## src/include/pagp_consts.vh

```
// register offsets, field positions, reset values and pin count for the port a block
// assumes the includer works on an apb slave with 32-bit data and byte addressing
// What this block does
// - input pins read back the synchronised pin level in the data register
// - output pins read back the last written data bit
// - every data write with byte lane 0 strobe set updates all eight stored bits
// - output pins drive the stored data bit
// - reset clears data, makes all pins inputs, pulls off
// - direction 0 is input with driver off, 1 drives; resets to 0
// - pull enable turns on pull device, forced off on outputs
// - pull-down only when pin select and edge select ask for interrupt
// - slew enable limits output slew, no effect on inputs, resets 0
// - drive select 0 low drive, 1 high drive, outputs only
// - interrupt flag bit 3 sets on detection, writes cannot change it
// - writing 1 to acknowledge bit 2 clears flag; reads as 0
// - interrupt enable bit 1 gates the request
// - mode bit 0 selects edge only or edge and level
// - edges found synchronously from deasserted then asserted samples
// - edge select 0 falling/low with pull-up, 1 rising/high with pull-down
// - in level mode acknowledge clears only if enabled inputs deasserted
// - pin select 1 enables pin as interrupt source, 0 excludes
`ifndef PAGP_CONSTS_VH
`define PAGP_CONSTS_VH

`define PAGP_NPINS 8
`define PAGP_ADDR_W 12
`define PAGP_OFF_DATA 12'h000
`define PAGP_OFF_DIR 12'h004
`define PAGP_OFF_PULL 12'h008
`define PAGP_OFF_SLEW 12'h00C
`define PAGP_OFF_DRIVE 12'h010
`define PAGP_OFF_ISC 12'h014
`define PAGP_OFF_PSEL 12'h018
`define PAGP_OFF_EDGE 12'h01C
`define PAGP_RST8 8'h00
`define PAGP_BIT_FLAG 3
`define PAGP_BIT_ACK 2
`define PAGP_BIT_IE 1
`define PAGP_BIT_MODE 0
`define PAGP_ZERO24 24'h000000

`endif

```

## src/verilog/pagp_irq.v

```verilog
// pin interrupt detector: edge or edge-and-level, flag, acknowledge
// assumes pins already synchronised to pclk
`timescale 1ns/1ps
`include "pagp_consts.vh"
module pagp_irq (
    input wire pclk,
    input wire presetn,
    input wire [`PAGP_NPINS-1:0] pin_sync,
    input wire [`PAGP_NPINS-1:0] irq_pin_select_bits,
    input wire [`PAGP_NPINS-1:0] edge_polarity_bits,
    input wire detect_mode,
    input wire ack_pulse,
    output reg irq_flag
);
    reg [`PAGP_NPINS-1:0] prev_asserted;
    wire [`PAGP_NPINS-1:0] asserted;
    wire [`PAGP_NPINS-1:0] edge_hit;
    wire level_hit;
    wire detect;
    // ---------------------------------------------
    // detection
    // ---------------------------------------------
    // polarity folded so 1 means asserted level
    assign asserted = (pin_sync ~^ edge_polarity_bits) & irq_pin_select_bits;
    assign edge_hit = asserted & ~prev_asserted;
    assign level_hit = |asserted;
    assign detect = detect_mode ? level_hit : (|edge_hit);
    // previous sample; deselected pins held deasserted so enabling a pin
    // that already sits asserted will flag, hence the init sequence
    always @(posedge pclk or negedge presetn) begin
        if (!presetn) begin
            prev_asserted <= `PAGP_RST8;
        end else begin
            prev_asserted <= asserted;
        end
    end
    // flag: set wins over acknowledge
    always @(posedge pclk or negedge presetn) begin
        if (!presetn) begin
            irq_flag <= 1'b0;
        end else if (detect) begin
            irq_flag <= 1'b1;
        end else if (ack_pulse) begin
            irq_flag <= 1'b0;
        end
    end
endmodule // pagp_irq

```

## src/verilog/pagp_port.v

```verilog
// port a top: apb register file, pin drivers, pad controls, interrupt request
// assumes apb master on pclk, pads resolve level from out/oe/pull signals
`timescale 1ns/1ps
`include "pagp_consts.vh"
module pagp_port (
    input wire pclk,
    input wire presetn,
    input wire psel,
    input wire penable,
    input wire pwrite,
    input wire [`PAGP_ADDR_W-1:0] paddr,
    input wire [31:0] pwdata,
    input wire [3:0] pstrb,
    output reg [31:0] prdata,
    output reg pready,
    output reg pslverr,
    input wire [`PAGP_NPINS-1:0] pin_in,
    output reg [`PAGP_NPINS-1:0] pin_out,
    output reg [`PAGP_NPINS-1:0] pin_oe,
    output reg [`PAGP_NPINS-1:0] pull_on,
    output reg [`PAGP_NPINS-1:0] pull_down,
    output reg [`PAGP_NPINS-1:0] slew_on,
    output reg [`PAGP_NPINS-1:0] drive_high,
    output reg irq_req
);
    // ---------------------------------------------
    // registers
    // ---------------------------------------------
    reg [`PAGP_NPINS-1:0] pin_data_bits;
    reg [`PAGP_NPINS-1:0] direction_bits;
    reg [`PAGP_NPINS-1:0] pull_enable_bits;
    reg [`PAGP_NPINS-1:0] slew_enable_bits;
    reg [`PAGP_NPINS-1:0] drive_strength_bits;
    reg [`PAGP_NPINS-1:0] irq_pin_select_bits;
    reg [`PAGP_NPINS-1:0] edge_polarity_bits;
    reg irq_enable;
    reg detect_mode;
    reg ack_pulse;
    wire irq_flag;
    wire [`PAGP_NPINS-1:0] pin_sync;
    wire wr_en;
    wire rd_en;
    wire lane0;
    reg [`PAGP_NPINS-1:0] next_rdata;
    reg next_err;

    // decodes an offset into a mapped/unmapped answer
    function is_mapped;
        input [`PAGP_ADDR_W-1:0] a;
        begin
            case (a)
                `PAGP_OFF_DATA, `PAGP_OFF_DIR, `PAGP_OFF_PULL, `PAGP_OFF_SLEW,
                `PAGP_OFF_DRIVE, `PAGP_OFF_ISC, `PAGP_OFF_PSEL, `PAGP_OFF_EDGE: is_mapped = 1'b1;
                default: is_mapped = 1'b0;
            endcase
        end
    endfunction

    // ---------------------------------------------
    // submodules
    // ---------------------------------------------
    pagp_sync u_sync (
        .pclk(pclk),
        .presetn(presetn),
        .async_in(pin_in),
        .sync_out(pin_sync)
    );

    pagp_irq u_irq (
        .pclk(pclk),
        .presetn(presetn),
        .pin_sync(pin_sync),
        .irq_pin_select_bits(irq_pin_select_bits),
        .edge_polarity_bits(edge_polarity_bits),
        .detect_mode(detect_mode),
        .ack_pulse(ack_pulse),
        .irq_flag(irq_flag)
    );

    // ---------------------------------------------
    // apb access
    // ---------------------------------------------
    // zero wait state: pready is registered from every setup cycle, so it is high in the first access cycle and access ends at once
    assign wr_en = psel & penable & pwrite & pready;
    assign rd_en = psel & ~penable & ~pwrite;
    // only byte lane 0 carries bits; other lanes are ignored
    assign lane0 = pstrb[0];

    // read mux for the byte at paddr
    always @* begin
        next_rdata = `PAGP_RST8;
        next_err = ~is_mapped(paddr);
        case (paddr)
            `PAGP_OFF_DATA: next_rdata = (direction_bits & pin_data_bits) | (~direction_bits & pin_sync);
            `PAGP_OFF_DIR: next_rdata = direction_bits;
            `PAGP_OFF_PULL: next_rdata = pull_enable_bits;
            `PAGP_OFF_SLEW: next_rdata = slew_enable_bits;
            `PAGP_OFF_DRIVE: next_rdata = drive_strength_bits;
            // acknowledge bit always reads 0
            `PAGP_OFF_ISC: begin
                next_rdata[`PAGP_BIT_FLAG] = irq_flag;
                next_rdata[`PAGP_BIT_IE] = irq_enable;
                next_rdata[`PAGP_BIT_MODE] = detect_mode;
            end
            `PAGP_OFF_PSEL: next_rdata = irq_pin_select_bits;
            `PAGP_OFF_EDGE: next_rdata = edge_polarity_bits;
            default: next_rdata = `PAGP_RST8;
        endcase
    end

    // bus answer flops; read data captured in setup, held through access
    always @(posedge pclk or negedge presetn) begin
        if (!presetn) begin
            prdata <= {`PAGP_ZERO24, `PAGP_RST8};
            pready <= 1'b0;
            pslverr <= 1'b0;
        end else begin
            pready <= psel & ~penable;
            pslverr <= psel & ~penable & next_err;
            if (rd_en) begin
                prdata <= {`PAGP_ZERO24, next_rdata};
            end
        end
    end

    // ---------------------------------------------
    // register writes
    // ---------------------------------------------
    always @(posedge pclk or negedge presetn) begin
        if (!presetn) begin
            pin_data_bits <= `PAGP_RST8;
            direction_bits <= `PAGP_RST8;
            pull_enable_bits <= `PAGP_RST8;
            slew_enable_bits <= `PAGP_RST8;
            drive_strength_bits <= `PAGP_RST8;
            irq_pin_select_bits <= `PAGP_RST8;
            edge_polarity_bits <= `PAGP_RST8;
            irq_enable <= 1'b0;
            detect_mode <= 1'b0;
            ack_pulse <= 1'b0;
        end else begin
            ack_pulse <= 1'b0;
            if (wr_en && lane0) begin
                case (paddr)
                    `PAGP_OFF_DATA: pin_data_bits <= pwdata[7:0];
                    `PAGP_OFF_DIR: direction_bits <= pwdata[7:0];
                    `PAGP_OFF_PULL: pull_enable_bits <= pwdata[7:0];
                    `PAGP_OFF_SLEW: slew_enable_bits <= pwdata[7:0];
                    `PAGP_OFF_DRIVE: drive_strength_bits <= pwdata[7:0];
                    // flag bit ignored on write
                    `PAGP_OFF_ISC: begin
                        irq_enable <= pwdata[`PAGP_BIT_IE];
                        detect_mode <= pwdata[`PAGP_BIT_MODE];
                        ack_pulse <= pwdata[`PAGP_BIT_ACK];
                    end
                    `PAGP_OFF_PSEL: irq_pin_select_bits <= pwdata[7:0];
                    `PAGP_OFF_EDGE: edge_polarity_bits <= pwdata[7:0];
                    default: ack_pulse <= 1'b0;
                endcase
            end
        end
    end

    // ---------------------------------------------
    // pad controls and request, all registered
    // ---------------------------------------------
    // one cycle after the register; pads do not need combinational speed
    always @(posedge pclk or negedge presetn) begin
        if (!presetn) begin
            pin_out <= `PAGP_RST8;
            pin_oe <= `PAGP_RST8;
            pull_on <= `PAGP_RST8;
            pull_down <= `PAGP_RST8;
            slew_on <= `PAGP_RST8;
            drive_high <= `PAGP_RST8;
            irq_req <= 1'b0;
        end else begin
            pin_out <= pin_data_bits & direction_bits;
            pin_oe <= direction_bits;
            pull_on <= pull_enable_bits & ~direction_bits;
            pull_down <= irq_pin_select_bits & edge_polarity_bits & pull_enable_bits & ~direction_bits;
            slew_on <= slew_enable_bits & direction_bits;
            drive_high <= drive_strength_bits & direction_bits;
            irq_req <= irq_flag & irq_enable;
        end
    end
endmodule // pagp_port

```

## src/verilog/pagp_sync.v

```verilog
// two-stage synchroniser for the eight port pins
// assumes the pins are asynchronous to pclk
`timescale 1ns/1ps
`include "pagp_consts.vh"
module pagp_sync (
    input wire pclk,
    input wire presetn,
    input wire [`PAGP_NPINS-1:0] async_in,
    output reg [`PAGP_NPINS-1:0] sync_out
);
    reg [`PAGP_NPINS-1:0] meta;
    // ---------------------------------------------
    // two flops; only the second stage is read
    // ---------------------------------------------
    always @(posedge pclk or negedge presetn) begin
        if (!presetn) begin
            meta <= `PAGP_RST8;
            sync_out <= `PAGP_RST8;
        end else begin
            meta <= async_in;
            sync_out <= meta;
        end
    end
endmodule // pagp_sync
```

## config.mk

```make
export PLATFORM = sky130hd
export DESIGN_NAME = pagp_port
export DESIGN_NICKNAME = d
export VERILOG_FILES = /design/src/verilog/pagp_irq.v /design/src/verilog/pagp_port.v /design/src/verilog/pagp_sync.v
export VERILOG_INCLUDE_DIRS = /design/src /design/src/include
export SDC_FILE = /design/constraint.sdc
export NUM_CORES = 1
export LEC_CHECK = 0
export BUFFER_PORTS_ARGS = -buffer_cell sky130_fd_sc_hd__buf_2
export CAP_MARGIN = 20
export CORE_ASPECT_RATIO = 1.75
export CORE_MARGIN = 3
export CORE_UTILIZATION = 45
export DETAILED_ROUTE_END_ITERATION = 12
export PLACE_DENSITY = 0.72
export SYNTH_ARGS = -nofsm -noshare
export SYNTH_HDL_FRONTEND = slang
export SYNTH_HIERARCHICAL = 1
export SYNTH_SLANG_ARGS = --single-unit
```

## constraint.sdc

```tcl
create_clock -name pclk -period 1.6 [get_ports pclk]
set_input_delay 0.24 -clock pclk [delete_from_list [all_inputs] [get_ports pclk]]
set_output_delay 0.24 -clock pclk [all_outputs]
set_load 0.05 [all_outputs]
```

# Word-level counts from Yosys, hierarchy flattened
# Memories as Yosys holds them, arrays and structs flattened.
# Cells that the tools add are included.
# classes
eq_ne	7
muxes	10
bitwise	24
reduce_logical	14
# ops
operator	n
AND 8 bit	10
== test 12 x 5 -> 1 bit, second input constant	4
case mux 4 bit (7 select lines)	1
== test 12 x 4 -> 1 bit, second input constant	2
inverter 8 bit	2
case mux 2 bit (8 select lines)	1
AND reduction 2 bit	8
OR reduction 8 bit	2
== test 12 x 3 -> 1 bit, second input constant	1
zero test 12 bit	1
bitwise OR 8 bit	1
case mux 1 bit (8 select lines)	1
XNOR 8 bit	1
AND 1 bit	7
zero test 7 bit	1
case mux 1 bit (7 select lines)	1
two-way mux 1 bit	6
inverter 1 bit	3
nonzero test 2 bit	1
logical AND 1 bit	1
# word_totals
reg_bits	143
rom_bits	32
in_bits	61
out_inout_bits	83
wordCells	80
memories	1
# memory_table
memory	words	word_bits	rd	rd_ports_with_merged_regs	wr	line_no	source
(name not given)	32	1	1	0	0	pagp_port.v:51	case (a)

# Depth between registers and ports, before layout
# logic_depth
word_depth	6
ltp_mapped	7
depth_no_buf	4

# Hierarchy
# Netlist, hierarchy kept.
# modules_own_cells
module	instances	cells_each	area_each_um2	seq_area_each_um2
pagp_port	1	372	5136.2	2952.8
pagp_irq	1	46	461.7	225.2
pagp_sync	1	16	400.4	400.4

# Least setup slack after synthesis
# Ideal clock, no wire load.
# synth_path
path_kind	reg-to-reg
startpoint	register pready
endpoint	register edge_polarity_bits[0]
setup_ps	125
arrival_ps	1854
t_required_ps	1475
slack_ps	-379
path_stages_with_launch	5
path_buffers	1
period_less_slack_ps	1979
path_cell_list	dfrtp_1 nand3_1 or4_1 buf_6 mux2_4
# synth_between
elab_chain_cells	3
# synth_lines
element	line_no	source
start, declared	pagp_port.v:15	output reg pready,
start signal, assigned	pagp_port.v:118	pready <= psel & ~penable;
AND 1 bit	pagp_port.v:84	assign wr_en = psel & penable & pwrite & pready;
logical AND 1 bit	pagp_port.v:143	if (wr_en && lane0) begin
AND reduction 2 bit (no source line)	--	
end signal, assigned	pagp_port.v:137	edge_polarity_bits <= `PAGP_RST8;
end signal, assigned	pagp_port.v:157	`PAGP_OFF_EDGE: edge_polarity_bits <= pwdata[7:0];
end, declared	pagp_port.v:35	reg [`PAGP_NPINS-1:0] edge_polarity_bits;
# Every way passes these cells.
# A chain may end at the register's enable or synchronous reset.

# Worst setup path in the final report
# layout_path
startpoint	register pready
endpoint	register edge_polarity_bits[5]
# The elaborated chain is that of the path after synthesis.

==> reports/results.ini <==
[setup_path]
cp.arrival_ns = 1.89
endpoint_kind = register
max_stage_delay_ns = 0.64
crit_type = reg -> reg
start_kind = register
cp_max_fo = 8
reg2reg_slack_ns = 0.0007
path_cells = nand3_4 > or4_4 > mux2_4
required_ns = 1.89
cp_slowest_cell = or4_4

[routing]
vias = 3965
drt_iter0_markers = 199
routed_wl_um = 14300
route.detailed.drc = 0
wl_per_cell_um = 18.6
via_per_inst = 5.15
drt_pass1_iterations = 4
final_antenna_net_count = 0

[clocking]
clock_sinks = 143
htree_levels = 4
root_buffer = clkbuf_16
cts.clk_slew.worst_paths_ns = 0.06
clkLatencyLatePin_ns = 0.41
tritoncts = done
cts-buffers-inserted = 17
clockBufferDepth = 2

[floorplan]
fp.dieH_um = 159
die-area_um2 = 14800
die_x_um = 93.3
core_um2 = 13000
start_util = 0.461
io-pin-count = 144
fp-row-count = 55

[synthesis]
synth_compound_area_frac = 0.0459
synth_edf_count = 0
syn-cell-area_um2 = 6000
synth-adder-area-share = 0
synth-xor-area-share = 0.0117
ys_ff_latch = 143
yosysWarningCount = 6
async_flop_share = 1.00
synth_area_leaders = dfrtp_1 60%, mux2_2 6.2%, mux2_4 6.0%
postSynthAreaPerCell_um2 = 13.8
synth_top_area_share = 0.597
synth.area.mux_share = 0.160
ys.flop_type = dfrtp_1
ys_seq_area_frac = 0.597
synth_top_family_by_area = multiplexers
syn_inst = 434
synth_cell_types = 51
synthSimpleGateAreaFrac = 0.133
yosysTopAreaCell = dfrtp_1

[sta]
maxSlewViolCount = 0
grt_setup_unrepaired = yes
setup_viol = 0
hold_viol = 0
fin_crit_sh = 1.00
skew_ns = 0.00632
fmax_mhz = 625
tns_ns = 0
period_needed_ns = 1.60

[power_and_ir_drop]
ir_drop_mv = 0.719
p_per_area_nw_per_um2 = 1080
power.leakage_nw = 4.09

[cells_and_area]
final_nets = 647
fillers = 997
post-route-util = 0.594
final_common_cell = dfrtp_1
diodes = 0
syn_to_final_growth_pct = 28.7
final_cell_mix = 142 x dfrtp_1, 91 x buf_2, 40 x buf_4, 37 x mux2_4, 28 x and2_1
drive_above_1_share = 0.427

[placed_design]
portBuffers = 92
routabilityCongestion = 0.834
dp_hpwl_um = 10100

[status]
status = completed

[global_route]
antenna_found_initial = 0
grt_usage = 0.205
grt_pass1_wl_um = 23100
grt_max_degree = 43
grt_pass1_vias = 4307
grt-ovfl-total = 0

[run]
max-cap-violations = 0

[min_path]
hp-class = in -> reg

-- sequential cells by signal, summed over array words and instances (netlist names), 8 cells and up --
register             cells
pull_on                  8
u_sync/sync_out          8
direction_bits           8
prdata                   8
drive_high               8
drive_strength_bits      8
u_irq/prev_asserted      8
pin_out                  8
u_sync/meta              8
pull_enable_bits         8
irq_pin_select_bits      8
pin_data_bits            8
slew_on                  8
edge_polarity_bits       8
pin_oe                   8
slew_enable_bits         8
pull_down                8
-- worst paths after layout --
path                                          start                                end  cells after the start
hold reg to reg            u_sync/meta[5]$_DFF_PN0_       u_sync/sync_out[5]$_DFF_PN0_                      0
max in group asynchronous                   presetn      direction_bits[0]$_DFFE_PN0P_                      3
setup / recovery                   pready$_DFF_PN0_  edge_polarity_bits[5]$_DFFE_PN0P_                      3
hold / removal                              penable                   pready$_DFF_PN0_                      3
setup reg to reg                   pready$_DFF_PN0_  edge_polarity_bits[5]$_DFFE_PN0P_                      3
min in group asynchronous                   presetn             pull_down[1]$_DFF_PN0_                      2
-- through the flow --
stage / hold WS (ns) / area [um^2] / std cells / power [W] / setup slack, ns
finish: 0.0982 / 7720 / 770 / 0.00833 / 0.000716
CTS: 0.0892 / 7710 / 769 / 0.00841 / -0.0185
global route: 0.103 / 7720 / 770 / 0.00860 / -0.0214
floorplan: -0.0556 / 6160 / 457 / 0.00401 / -0.311
global placement: 0.190 / 6970 / 727 / 0.00419 / -0.372
detailed placement: 0.194 / 6970 / 727 / 0.00420 / -0.423
-- cell usage after synthesis, types with 4 or more instances --
master / n
and3_1: 10
dfrtp_1: 143
mux2_2: 33
a32oi_1: 4
xnor2_1: 8
nor2b_1: 17
buf_4: 24
inv_1: 13
nand2_1: 19
nand3_1: 9
nand4_1: 4
mux2_4: 24
a211oi_1: 4
nor2_1: 5
o21ai_0: 6
mux2_1: 5
mux4_2: 5
and2_1: 28
mux2i_1: 6
a21oi_1: 5
nand3b_1: 4
clkbuf_1: 7
-- timing repair --
item                                   in CTS  in global routing
setup buffers                               1                  1
hold buffers                                9                  0
setup endpoints to repair                  24                 16
gates resized for setup                     0                  1
endpoints found under the hold margin      46                  0
pin swaps                                   2                  1
-- cell type report --
type | count | area [um^2] | share of cell area
inverter | 13 | 48.8 | 0.00632
timing repair buffer | 147 | 968 | 0.125
sequential | 143 | 3580 | 0.464
clock buffer | 19 | 453 | 0.0587
multi-input combinational | 264 | 2270 | 0.294
tap | 171 | 214 | 0.0277
clock inverter | 13 | 186 | 0.0241
-- metal layers --
metal | track usage | up-vias | share of wire
met5 | 0 | - | 0
met4 | 0.0987 | 0 | 0.036
met1 | 0.230 | 2010 | 0.37
met2 | 0.360 | 139 | 0.54
li1 | - | 1782 | -
met3 | 0.0450 | 34 | 0.053
-- critical path: cells and delay by family (launching register included) --
| family | cells | cell delay (ns) |
|---|---|---|
| and+or+nand+nor | 2 | 0.74 |
| DFF | 1 | 0.38 |
| muxes | 1 | 0.35 |
-- cells by family (layout without fill, tap and decap cells) --
| group | Yosys count | count (layout) |
|---|---|---|
| buffers and inverters | 50 | 192 |
| and+or+nand+nor | 120 | 120 |
| muxes | 73 | 73 |
| DFF | 143 | 143 |
| AOI/OAI and AO/OA | 39 | 39 |
| xor gates and xnor gates | 8 | 8 |
| other | 1 | 24 |
-- power by group --
| group | internal, W | switching, W | total [W] |
|---|---|---|---|
| clock network | 0.00269 | 0.00148 | 0.00418 |
| registers | 0.00364 | 0.0000144 | 0.00366 |
| logic | 0.000147 | 0.000349 | 0.000495 |
(Power assumes the default switching activity.)
